## src/common/pief_pkg.sv

```systemverilog
// Shared constants, types and the register map of the port isolation egress filter.
package pief_pkg;

  ////////////////////////////////////////////////////////////////////////////////
  localparam int NPORT = 11;
  localparam int PW = 4;
  localparam logic [3:0] LAST_PORT = 4'ha;
  localparam logic [3:0] MGMT_PORT = 4'h0;

  typedef logic [NPORT-1:0] pief_mask_t;

  localparam pief_mask_t ROW_RST = 11'h7ff;
  localparam pief_mask_t STAGE_RST = 11'h7ff;
  localparam logic [3:0] RANGE_LO_RST = 4'h0;
  localparam logic [3:0] RANGE_HI_RST = 4'ha;

  ////////////////////////////////////////////////////////////////////////////////
  localparam logic [7:0] OFS_STAGE = 8'h00;
  localparam logic [7:0] OFS_RANGE = 8'h04;
  localparam logic [7:0] OFS_CMD = 8'h08;
  localparam logic [1:0] OFS_ROW_PAGE = 2'h1;
  localparam int RANGE_LO_LSB = 0;
  localparam int RANGE_HI_LSB = 8;
  localparam int CMD_OP_LSB = 0;

  typedef enum logic [1:0] {
    PIEF_OP_IDLE,
    PIEF_OP_LOAD,
    PIEF_OP_SET_ALL,
    PIEF_OP_CLR_ALL
  } pief_op_e;

  ////////////////////////////////////////////////////////////////////////////////
  typedef struct packed {
    logic valid;
    logic [PW-1:0] src;
    pief_mask_t dst;
  } pief_fwd_s;

  typedef struct packed {
    pief_mask_t [NPORT-1:0] row;
    pief_mask_t stage;
    logic [3:0] lo;
    logic [3:0] hi;
    logic ack;
    logic [31:0] rdat;
  } pief_state_s;

  // Byte lane 0 carries bits 7:0 of a mask and lane 1 the upper bits.
  function automatic pief_mask_t merge_mask(pief_mask_t old, logic [15:0] dat, logic [1:0] sel);
    pief_mask_t m;
    m = old;
    if (sel[0]) begin
      m[7:0] = dat[7:0];
    end
    if (sel[1]) begin
      m[NPORT-1:8] = dat[NPORT-1:8];
    end
    return m;
  endfunction

endpackage

```

## src/rtl/pief_range_dec.sv

```systemverilog
// Decoder that turns a receiving port range into one enable bit per port.
`timescale 1ns/1ns
module pief_range_dec #(
  parameter int NPORT = pief_pkg::NPORT
) (
  input wire logic [3:0] lo,
  input wire logic [3:0] hi,
  output logic [NPORT-1:0] en
);

  ////////////////////////////////////////////////////////////////////////////////
  // An inverted range selects nothing, so a bad setting cannot touch any row.
  for (genvar i = 0; i < NPORT; i++) begin : g_port
    localparam logic [3:0] IDX = 4'(i);
    assign en[i] = (IDX >= lo) && (IDX <= hi);
  end

endmodule

```

## src/rtl/pief_filter.sv

```systemverilog
// Forwarding stage that cuts a destination set down to the source port's egress mask.
`timescale 1ns/1ns
module pief_filter (
  input wire logic mclk,
  input wire logic resetn,
  input wire pief_pkg::pief_fwd_s req,
  input wire pief_pkg::pief_mask_t [pief_pkg::NPORT-1:0] rows,
  output pief_pkg::pief_fwd_s resp
);

  pief_pkg::pief_fwd_s s_q;
  pief_pkg::pief_fwd_s s_d;
  pief_pkg::pief_mask_t row_sel;

  ////////////////////////////////////////////////////////////////////////////////
  always_comb begin
    row_sel = '0;
    if (req.src <= pief_pkg::LAST_PORT) begin
      row_sel = rows[req.src];
    end
    s_d = s_q;
    s_d.valid = req.valid;
    s_d.src = req.src;
    // The tag of the frame never reaches this stage; only the source row limits it.
    s_d.dst = req.dst & row_sel;
  end

  always_ff @(posedge mclk or negedge resetn) begin
    if (!resetn) begin
      s_q <= '0;
    end else begin
      s_q <= s_d;
    end
  end

  assign resp = s_q;

  ////////////////////////////////////////////////////////////////////////////////
  property p_fwd_subset;
    @(posedge mclk) disable iff (!resetn)
    req.valid |=> resp.valid && (resp.dst == ($past(req.dst) & $past(row_sel)));
  endproperty
  a_fwd_subset: assert property (p_fwd_subset) else $error("forwarded set exceeds egress mask");

  property p_same_in_same_out;
    @(posedge mclk) disable iff (!resetn)
    (req.valid && $stable(req) && $stable(rows)) |=> $stable(resp.dst);
  endproperty
  a_same_in_same_out: assert property (p_same_in_same_out) else $error("decision varied for same port");

  property p_mgmt_block;
    @(posedge mclk) disable iff (!resetn)
    (req.valid && !row_sel[pief_pkg::MGMT_PORT]) |=> !resp.dst[pief_pkg::MGMT_PORT];
  endproperty
  a_mgmt_block: assert property (p_mgmt_block) else $error("management port reached while blocked");

  property p_idle_quiet;
    @(posedge mclk) disable iff (!resetn)
    !req.valid |=> !resp.valid;
  endproperty
  a_idle_quiet: assert property (p_idle_quiet) else $error("answer without a request");

  property p_bad_src;
    @(posedge mclk) disable iff (!resetn)
    (req.valid && (req.src > pief_pkg::LAST_PORT)) |=> (resp.dst == '0);
  endproperty
  a_bad_src: assert property (p_bad_src) else $error("unknown source port forwarded");

endmodule

```

## src/rtl/pief_top.sv

```systemverilog
// Port isolation egress filter: per-port egress masks behind a Wishbone slave.
//
// The placing of the registers and the Wishbone slave port were decided locally.
`timescale 1ns/1ns

////////////////////////////////////////////////////////////////////////////////
// Operation
// Each receiving port has its own egress mask; other destinations are dropped.
// VLAN tags never influence the decision; only the source mask does.
// Port 0 is management; without its bit, that port cannot reach it.
// Masks are one-way; the reverse direction is never implied.
// After reset every pair is allowed, including to and from port 0.
// Commands exist to enable all and to disable all egress bits.
// One command applies a mask to a whole port range, port 0 included.
// Readback shows the allowed or blocked state of every port pair.
// Every egress bit of every row, ports 0 to 10, is writable alone.
// Mask updates land in one edge; no decision sees a half-written mask.
module pief_top (
  input wire logic mclk,
  input wire logic resetn,
  input wire logic wb_cyc_i,
  input wire logic wb_stb_i,
  input wire logic wb_we_i,
  input wire logic [7:0] wb_adr_i,
  input wire logic [3:0] wb_sel_i,
  input wire logic [31:0] wb_dat_i,
  output logic [31:0] wb_dat_o,
  output logic wb_ack_o,
  input wire pief_pkg::pief_fwd_s fwd_req,
  output pief_pkg::pief_fwd_s fwd_resp
);

  pief_pkg::pief_state_s s_q;
  pief_pkg::pief_state_s s_d;
  logic take;
  logic wr;
  logic rd;
  logic [3:0] row_idx;
  logic row_hit;
  logic [pief_pkg::NPORT-1:0] range_en;
  pief_pkg::pief_op_e op;
  logic seen_q;

  ////////////////////////////////////////////////////////////////////////////////
  // A request is taken once; the registered ack blocks a second take of it.
  assign take = wb_cyc_i && wb_stb_i && !s_q.ack;
  assign wr = take && wb_we_i;
  assign rd = take && !wb_we_i;
  assign row_idx = wb_adr_i[5:2];
  assign row_hit = (wb_adr_i[7:6] == pief_pkg::OFS_ROW_PAGE) && (wb_adr_i[1:0] == 2'h0)
    && (row_idx <= pief_pkg::LAST_PORT);
  assign op = pief_pkg::pief_op_e'(wb_dat_i[pief_pkg::CMD_OP_LSB +: 2]);

  pief_range_dec #(
    .NPORT(pief_pkg::NPORT)
  ) u_range (
    .lo(s_q.lo),
    .hi(s_q.hi),
    .en(range_en)
  );

  ////////////////////////////////////////////////////////////////////////////////
  always_comb begin
    s_d = s_q;
    s_d.ack = take;
    s_d.rdat = '0;
    if (wr) begin
      if (wb_adr_i == pief_pkg::OFS_STAGE) begin
        s_d.stage = pief_pkg::merge_mask(s_q.stage, wb_dat_i[15:0], wb_sel_i[1:0]);
      end else if (wb_adr_i == pief_pkg::OFS_RANGE) begin
        if (wb_sel_i[0]) begin
          s_d.lo = wb_dat_i[pief_pkg::RANGE_LO_LSB +: 4];
        end
        if (wb_sel_i[1]) begin
          s_d.hi = wb_dat_i[pief_pkg::RANGE_HI_LSB +: 4];
        end
      end else if ((wb_adr_i == pief_pkg::OFS_CMD) && wb_sel_i[0]) begin
        for (int i = 0; i < pief_pkg::NPORT; i++) begin
          if (range_en[i]) begin
            unique case (op)
              pief_pkg::PIEF_OP_IDLE: s_d.row[i] = s_q.row[i];
              pief_pkg::PIEF_OP_LOAD: s_d.row[i] = s_q.stage;
              pief_pkg::PIEF_OP_SET_ALL: s_d.row[i] = '1;
              pief_pkg::PIEF_OP_CLR_ALL: s_d.row[i] = '0;
            endcase
          end
        end
      end else if (row_hit) begin
        // Only the addressed row changes; the mirror row is left alone.
        s_d.row[row_idx] = pief_pkg::merge_mask(s_q.row[row_idx], wb_dat_i[15:0], wb_sel_i[1:0]);
      end
    end else if (rd) begin
      if (wb_adr_i == pief_pkg::OFS_STAGE) begin
        s_d.rdat[pief_pkg::NPORT-1:0] = s_q.stage;
      end else if (wb_adr_i == pief_pkg::OFS_RANGE) begin
        s_d.rdat[pief_pkg::RANGE_LO_LSB +: 4] = s_q.lo;
        s_d.rdat[pief_pkg::RANGE_HI_LSB +: 4] = s_q.hi;
      end else if (row_hit) begin
        s_d.rdat[pief_pkg::NPORT-1:0] = s_q.row[row_idx];
      end
    end
  end

  always_ff @(posedge mclk or negedge resetn) begin
    if (!resetn) begin
      for (int i = 0; i < pief_pkg::NPORT; i++) begin
        s_q.row[i] <= pief_pkg::ROW_RST;
      end
      s_q.stage <= pief_pkg::STAGE_RST;
      s_q.lo <= pief_pkg::RANGE_LO_RST;
      s_q.hi <= pief_pkg::RANGE_HI_RST;
      s_q.ack <= 1'b0;
      s_q.rdat <= '0;
    end else begin
      s_q <= s_d;
    end
  end

  assign wb_ack_o = s_q.ack;
  assign wb_dat_o = s_q.rdat;

  ////////////////////////////////////////////////////////////////////////////////
  // The filter reads the registered matrix, so a command is seen whole or not at all.
  pief_filter u_filter (
    .mclk(mclk),
    .resetn(resetn),
    .req(fwd_req),
    .rows(s_q.row),
    .resp(fwd_resp)
  );

  ////////////////////////////////////////////////////////////////////////////////
  always_ff @(posedge mclk or negedge resetn) begin
    if (!resetn) begin
      seen_q <= 1'b0;
    end else begin
      seen_q <= 1'b1;
    end
  end

  property p_reset_all_allowed;
    @(posedge mclk) disable iff (!resetn)
    !seen_q |-> (s_q.row == {pief_pkg::NPORT{pief_pkg::ROW_RST}});
  endproperty
  a_reset_all_allowed: assert property (p_reset_all_allowed) else $error("matrix not all allowed after reset");

  property p_ack_once;
    @(posedge mclk) disable iff (!resetn)
    (wb_cyc_i && wb_stb_i && !wb_ack_o) |=> wb_ack_o ##1 !wb_ack_o;
  endproperty
  a_ack_once: assert property (p_ack_once) else $error("bus ack not a single cycle after request");

  property p_set_all;
    @(posedge mclk) disable iff (!resetn)
    (wr && (wb_adr_i == pief_pkg::OFS_CMD) && wb_sel_i[0] && (op == pief_pkg::PIEF_OP_SET_ALL)
      && range_en[0]) |=> (s_q.row[0] == '1);
  endproperty
  a_set_all: assert property (p_set_all) else $error("enable all left a bit clear");

  property p_clr_all;
    @(posedge mclk) disable iff (!resetn)
    (wr && (wb_adr_i == pief_pkg::OFS_CMD) && wb_sel_i[0] && (op == pief_pkg::PIEF_OP_CLR_ALL)
      && range_en[pief_pkg::NPORT-1]) |=> (s_q.row[pief_pkg::NPORT-1] == '0);
  endproperty
  a_clr_all: assert property (p_clr_all) else $error("disable all left a bit set");

  property p_range_outside;
    @(posedge mclk) disable iff (!resetn)
    (wr && (wb_adr_i == pief_pkg::OFS_CMD) && !range_en[pief_pkg::NPORT-1])
      |=> $stable(s_q.row[pief_pkg::NPORT-1]);
  endproperty
  a_range_outside: assert property (p_range_outside) else $error("row outside range was changed");

  property p_range_load;
    @(posedge mclk) disable iff (!resetn)
    (wr && (wb_adr_i == pief_pkg::OFS_CMD) && wb_sel_i[0] && (op == pief_pkg::PIEF_OP_LOAD) && range_en[0])
      |=> (s_q.row[0] == $past(s_q.stage));
  endproperty
  a_range_load: assert property (p_range_load) else $error("range load missed the staged mask");

  property p_readback;
    @(posedge mclk) disable iff (!resetn)
    (rd && row_hit) |=> wb_ack_o && (wb_dat_o[pief_pkg::NPORT-1:0] == $past(s_q.row[row_idx]))
      && (wb_dat_o[31:pief_pkg::NPORT] == '0);
  endproperty
  a_readback: assert property (p_readback) else $error("row readback differs from the mask");

  property p_bit_write;
    @(posedge mclk) disable iff (!resetn)
    (wr && row_hit && (wb_sel_i[1:0] == 2'h3))
      |=> (s_q.row[$past(row_idx)] == $past(wb_dat_i[pief_pkg::NPORT-1:0]));
  endproperty
  a_bit_write: assert property (p_bit_write) else $error("direct row write not stored");

  property p_one_way;
    @(posedge mclk) disable iff (!resetn)
    (wr && row_hit && (row_idx != 4'h0)) |=> $stable(s_q.row[0]);
  endproperty
  a_one_way: assert property (p_one_way) else $error("write to one row altered another");

  property p_atomic;
    @(posedge mclk) disable iff (!resetn)
    !wr |=> $stable(s_q.row);
  endproperty
  a_atomic: assert property (p_atomic) else $error("mask changed without a bus write");

  property p_dat_quiet;
    @(posedge mclk) disable iff (!resetn)
    !wb_ack_o |-> (wb_dat_o == '0);
  endproperty
  a_dat_quiet: assert property (p_dat_quiet) else $error("read data outside the ack cycle");

endmodule

```

## config.mk

```make
export PLATFORM = sky130hd
export DESIGN_NAME = pief_top
export DESIGN_NICKNAME = d
export VERILOG_FILES = /design/src/common/pief_pkg.sv /design/src/rtl/pief_range_dec.sv /design/src/rtl/pief_filter.sv /design/src/rtl/pief_top.sv
export SDC_FILE = /design/constraint.sdc
export NUM_CORES = 1
export LEC_CHECK = 0
export ABC_CLOCK_PERIOD_IN_PS = 2710
export BUFFER_PORTS_ARGS = -buffer_cell sky130_fd_sc_hd__buf_2
export CELL_PAD_IN_SITES_DETAIL_PLACEMENT = 0
export CELL_PAD_IN_SITES_GLOBAL_PLACEMENT = 1
export CORE_MARGIN = 3
export CORE_UTILIZATION = 28
export CTS_CLUSTER_SIZE = 8
export DETAILED_ROUTE_END_ITERATION = 7
export PLACE_DENSITY_LB_ADDON = 0.3
export SYNTH_ARGS = -nofsm -noshare
export SYNTH_HDL_FRONTEND = slang
export SYNTH_HIERARCHICAL = 1
export SYNTH_SLANG_ARGS = --single-unit
```

## constraint.sdc

```tcl
create_clock -name mclk -period 2.71 [get_ports mclk]
set_input_delay 0.813 -clock mclk [delete_from_list [all_inputs] [get_ports mclk]]
set_output_delay 0.813 -clock mclk [all_outputs]
set_load 0.02 [all_outputs]
```

---- Word-level counts from Yosys, hierarchy flattened ----
Index checks and enable logic that the tools add are counted.
storage, ports and cells
  flip-flop bits (word level) ............. 169
  output and inout bits ................... 49
  input port bits ......................... 65
  word-level logic and storage cells ...... 151
operators by class
  order comparisons ....................... 27
  bitwise gates (word level) .............. 3
  equal/unequal tests ..................... 18
  mux-type cells .......................... 43
  reduce and logical (&&, ||, !) cells .... 40
operator list
  operator                                             count
  two-way mux 121 bit                                  2
  two-way mux 11 bit                                   17
  bitwise mux 121 bit                                  1
  binary-select mux 11 bit (select 4 bit)              2
  AND reduction 6 bit                                  11
  two-way mux 8 bit                                    6
  demux 11 bit (select 4 bit)                          1
  case mux 11 bit (3 select lines)                     1
  two-way mux 12 bit                                   2
  != test 2 bit (second input constant)                12
  two-way mux 3 bit                                    7
  logical AND 1 bit                                    19
  >= comparator 3 x 4 -> 1 bit (first input constant)  4
  <= comparator 3 x 4 -> 1 bit (first input constant)  4
  >= comparator 4 bit (first input constant)           3
  <= comparator 4 bit (first input constant)           3
  bitwise AND 11 bit                                   1
  < comparator 4 x 5 -> 1 bit (second input constant)  2
  == test 8 x 3 -> 1 bit (second input constant)       1
  == test 8 x 4 -> 1 bit (second input constant)       1
  >= comparator 1 x 4 -> 1 bit (first input constant)  2
  >= comparator 2 x 4 -> 1 bit (first input constant)  2
  <= comparator 1 x 4 -> 1 bit (first input constant)  2
  <= comparator 2 x 4 -> 1 bit (first input constant)  2
  other kinds (13)                                     23

---- Longest topological paths before layout ----
  word-level depth ........................ 11
  gate-level depth with buffers ........... 9
  mapped depth without buffers ............ 6

---- By module ----
The synthesis kept the hierarchy.
modules (own cells, without submodules)
  module          instances  area each (um2)  cells each  seq. area each (um2)
  pief_top        1          9151.3           838         3996.3
  pief_filter     1          1622.8           168         400.4
  pief_range_dec  1          180.2            27          0.0

---- Least setup slack after synthesis ----
Ideal clock, no wire load.
  kind .................................... input port to flip-flop
  start point ............................. input port wb_adr_i[4]
  end point ............................... register s_q[69] in the netlist's numbering
  data arrival time ....................... 2.263 ns
  setup time .............................. 0.091 ns
  required time ........................... 2.619 ns
  buffers on the path ..................... 3
  cell stages on the path ................. 8
  setup slack ............................. 0.356 ns
  path through ............................ buf_6 -> nor3_4 -> buf_6 -> nand4_2 -> a211oi_2 -> buf_6 -> mux2i_1 -> o21ai_0
on the way
  longest elaborated chain between the ends .. 11
  elaborated cells on any way between the ends .. 28
  those cells by class .................... 3 x order compare; 4 x eq/ne; 13 x mux; 2 x bitwise; 6 x reduce/logical
ends and longest elaborated chain
  what                                      line            RTL
  start, declared                           pief_top.sv:24  input wire logic [7:0] wb_adr_i,
  binary-select mux 11 bit (select 4 bit)   pief_top.sv:90  s_d.row[row_idx] = pief_pkg::merge_mask(s_q.row[row_idx], wb_dat_i[15:0], wb_sel_i[1:0]);
  two-way mux 11 bit (implied by the code)  pief_top.sv:90
  two-way mux 8 bit                         pief_pkg.sv:53  if (sel[0]) begin
  two-way mux 8 bit                         pief_top.sv:88  end else if (row_hit) begin
  two-way mux 8 bit                         pief_top.sv:77  end else if ((wb_adr_i == pief_pkg::OFS_CMD) && wb_sel_i[0]) begin
  two-way mux 8 bit                         pief_top.sv:70  end else if (wb_adr_i == pief_pkg::OFS_RANGE) begin
  two-way mux 8 bit                         pief_top.sv:68  if (wb_adr_i == pief_pkg::OFS_STAGE) begin
  two-way mux 8 bit                         pief_top.sv:67  if (wr) begin
  bitwise mux 121 bit                       pief_top.sv:90
  two-way mux 121 bit                       pief_top.sv:88
  two-way mux 121 bit                       pief_top.sv:77
  end, declared                             pief_top.sv:33  pief_pkg::pief_state_s s_q;
Parallel ways exist; a longest one is shown, timed or not. The select of a mux whose other input is x is not followed.
A chain may end at the register's enable or synchronous reset.

---- Worst setup path in the final report ----
  start point ............................. input port wb_adr_i[5]
  end point ............................... register s_q[128] in the netlist's numbering
on the way
  longest elaborated chain between the ends .. 11
  elaborated cells on any way between the ends .. 28
  those cells by class .................... 3 x order compare; 4 x eq/ne; 13 x mux; 2 x bitwise; 6 x reduce/logical
ends and longest elaborated chain
  what                                      line            RTL
  binary-select mux 11 bit (select 4 bit)   pief_top.sv:90
  two-way mux 11 bit (implied by the code)  pief_top.sv:90
  two-way mux 3 bit                         pief_pkg.sv:56  if (sel[1]) begin
  two-way mux 3 bit                         pief_top.sv:88
  two-way mux 3 bit                         pief_top.sv:77
  two-way mux 3 bit                         pief_top.sv:70
  two-way mux 3 bit                         pief_top.sv:68
  two-way mux 3 bit                         pief_top.sv:67
  bitwise mux 121 bit                       pief_top.sv:90
  two-way mux 121 bit                       pief_top.sv:88
  two-way mux 121 bit                       pief_top.sv:77
Parallel ways exist; a longest one is shown, timed or not. The select of a mux whose other input is x is not followed.

==> flow_summary_export.csv <==
group,metric,value,unit
outcome,run_status,"completed",
global_route,grt_pass1_wl,60.0,mm
logic_synthesis,synth_area_per_cell,10.6,um^2
logic_synthesis,async_flop_share,100,%
floorplan,fp.dieH,204,um
pwr,p_total,0.00593,W
sta,drv_slew,0,
floorplan,dieWidth,204,um
place,placed_area,12500,um^2
clock_tree,clk_pin_slew,0.07,ns
layout,num-nets-final,1216,
clock_tree,cts_tree,"built",
flow_run,drv_cap,0,
place,dp_hpwl,29.0,mm
critical_path,crit_path_end_kind,"register",
place,place_congestion,0.847,
layout,syn_to_final_growth,19.9,%
critical_path,cp_data_arrival_time,2.83,ns
place,post-place-ws,-0.198,ns
place,buffer_ports.inserted,71,
detailed_routing,detail_route.wl_per_cell,23.7,um
global_route,groute.usage.overall,19.2,%
detailed_routing,drc,0,
floorplan,coreArea,38100,um^2
logic_synthesis,synth.area.mux_share,22.4,%
logic_synthesis,synthTopCellsByArea,"dfstp_2, mux2i_1, dfrtp_1",
sta,fmax,405,MHz
clock_tree,htree_levels,4,
logic_synthesis,synth_seq_area_share,40.1,%
logic_synthesis,synth_xor_xnor_area_share,0,%
min_path,hold_path_class,"input port to async pin",
global_route,overflow,0,
logic_synthesis,synth_top_family_by_area,"multiplexers",
critical_path,crit_fanout,8,
global_route,antenna_found_initial,0,
floorplan,rows,71,
sta,setup_viol_count_final,0,
global_route,grt_pass1_vias,9004,
logic_synthesis,ys.flop_type,"dfstp_2",
critical_path,worstSetupPathType,"input port to register",
sta,maxSlewHeadroom,24.3,%
layout,drive_gt1_share,42.5,%
sta,finalHoldViolCount,0,
logic_synthesis,synthTopCellsByCount,"dfstp_2, mux2i_1, o21ai_1, mux2_2, buf_4",
logic_synthesis,synth_compound_area_share,19.1,%
logic_synthesis,synth_cell_types,63,
layout,fin_area,13100,um^2
layout,num_antenna_cells,0,
logic_synthesis,synth_warnings,6,
logic_synthesis,synth_top_area_share,32.1,%
detailed_routing,dr.pass1.iters,5,
pwr,power.density,452,nW/um^2
sta,tightest_slew,1.13,ns
detailed_routing,viasPerCell,5.28,
sta,final.period_utilization,91.0,%
floorplan,start_util,28.7,%
pwr,p_leak,5.12,nW
sta,clock_skew,0.0168,ns
sta,fin_crit,2.47,ns
logic_synthesis,synth_seq_cells,169,
critical_path,crit_required,3.07,ns
logic_synthesis,synth-simple-area-share,9.90,%
detailed_routing,routed_wl,39.7,mm
logic_synthesis,synthAdderAreaFrac,0,%
sta,rsz0062_at_grt,"false",
clock_tree,cts-hold-fix-buffers,0,
layout,instances_no_fill,1675,
clock_tree,cts_buffers,17,
floorplan,dieArea,41500,um^2
clock_tree,cts_max_path_buffers,2,
detailed_routing,drt_iter0_drc,719,
clock_tree,cts_setup_buffers,0,
sta,fin_ws,0.243,ns
pwr,ir_worst_vdd,0.357,mV
clock_tree,clock_sinks,169,
sta,hold_slack,0.376,ns
logic_synthesis,synth_area,11000,um^2
clock_tree,cts_root_buffer,"clkbuf_16",
logic_synthesis,yosys.area.top_type,"dfstp_2",
logic_synthesis,syn_inst,1033,
clock_tree,cts_resized,0,
clock_tree,clk_latency,0.44,ns
logic_synthesis,synth_edf_count,0,
critical_path,startpoint_type,"input port",
global_route,grt_start_max_net_pins,60,
detailed_routing,vias,8848,
floorplan,ios,114,
detailed_routing,detail-route-antenna-nets,0,
place,dp_cells,1643,
## path summary, 6_finish.rpt
path	start	endpoint	slack, ns	cells after the start
worst min register to register	s_q[126]$_DFFE_PN1P_	s_q[126]$_DFFE_PN1P_	0.51	2
min in group mclk	fwd_req[15]	u_filter/resp[15]$_DFF_PN0_	0.48	1
worst max-delay path	wb_adr_i[5]	s_q[128]$_DFFE_PN1P_	0.24	8
worst min-delay path	resetn	wb_dat_o[4]$_DFF_PN0_	0.38	1
max in group asynchronous	resetn	s_q[109]$_DFFE_PN1P_	1.60	2
worst max register to register	s_q[34]$_DFFE_PN1P_	s_q[128]$_DFFE_PN1P_	0.39	6
## cell families after synthesis
group,Yosys count
compound gates,301
flops,169
buf+inv,147
simple gates,196
other cells,1
mux,219
## flip-flops by register name, indices dropped and copies added (netlist names)
name,flops
s_q,140
u_filter/resp,16
wb_ack_o,1
wb_dat_o,12
## report_power, final
group          switching, W  internal, W
sequential        0.0000252      0.00258
clock               0.00113      0.00142
combinational      0.000486     0.000285
## cells in the final DEF, fill, tap and decap left out, types with 11 or more instances in the layout
| cell type | count |
|---|---|
| nand2b_1 | 27 |
| mux2i_1 | 134 |
| clkbuf_16 | 17 |
| conb_1 | 20 |
| o21ai_0 | 40 |
| buf_4 | 101 |
| buf_2 | 69 |
| nor4_1 | 12 |
| nand2_1 | 46 |
| o211ai_1 | 11 |
| nand3_1 | 19 |
| a221oi_1 | 13 |
| a221o_1 | 11 |
| o21ai_1 | 66 |
| a31o_1 | 11 |
| dfstp_2 | 134 |
| dfrtp_1 | 35 |
| o22ai_1 | 29 |
| nor2_1 | 35 |
| a31oi_1 | 27 |
| mux2_2 | 54 |
| inv_1 | 27 |
| a22oi_1 | 13 |
| a21oi_1 | 28 |
| mux2_4 | 11 |
| buf_12 | 29 |
## area by class of cell
cell class,instances,area [um^2]
fillers,3856,25000
multi-input cells,736,5700
flip-flops and latches,169,4400
repair buffers,200,1700
well taps,511,639
clock buffers,20,457
clock inverters,12,140
inverters,27,101
## routing by layer
metal	up-vias	share of wire, %	global-route usage, %
met5	-	0	0
met2	227	47	31.1
met4	0	2.6	5.48
met1	4522	47	26.9
li1	4053	-	-
met3	46	3.8	2.52
## per-stage QoR
stage	utilization, %	setup TNS (ns)
2_1_floorplan	-	0
3_3_place_gp	32.9	-43.70
3_5_place_dp	32.9	-4.81
4_1_cts	34.5	0
5_1_grt	34.5	0
6_report	34.5	0
## worst max-delay path, stage by stage
cell and delay, ns:
buf_2 0.13, buf_4 0.15, nor3_4 0.33, and3_1 0.24, a22oi_1 0.09, nor2_1 0.60, buf_4 0.27, mux2i_1 0.20
Note: power is estimated with default switching activity, not from simulation.
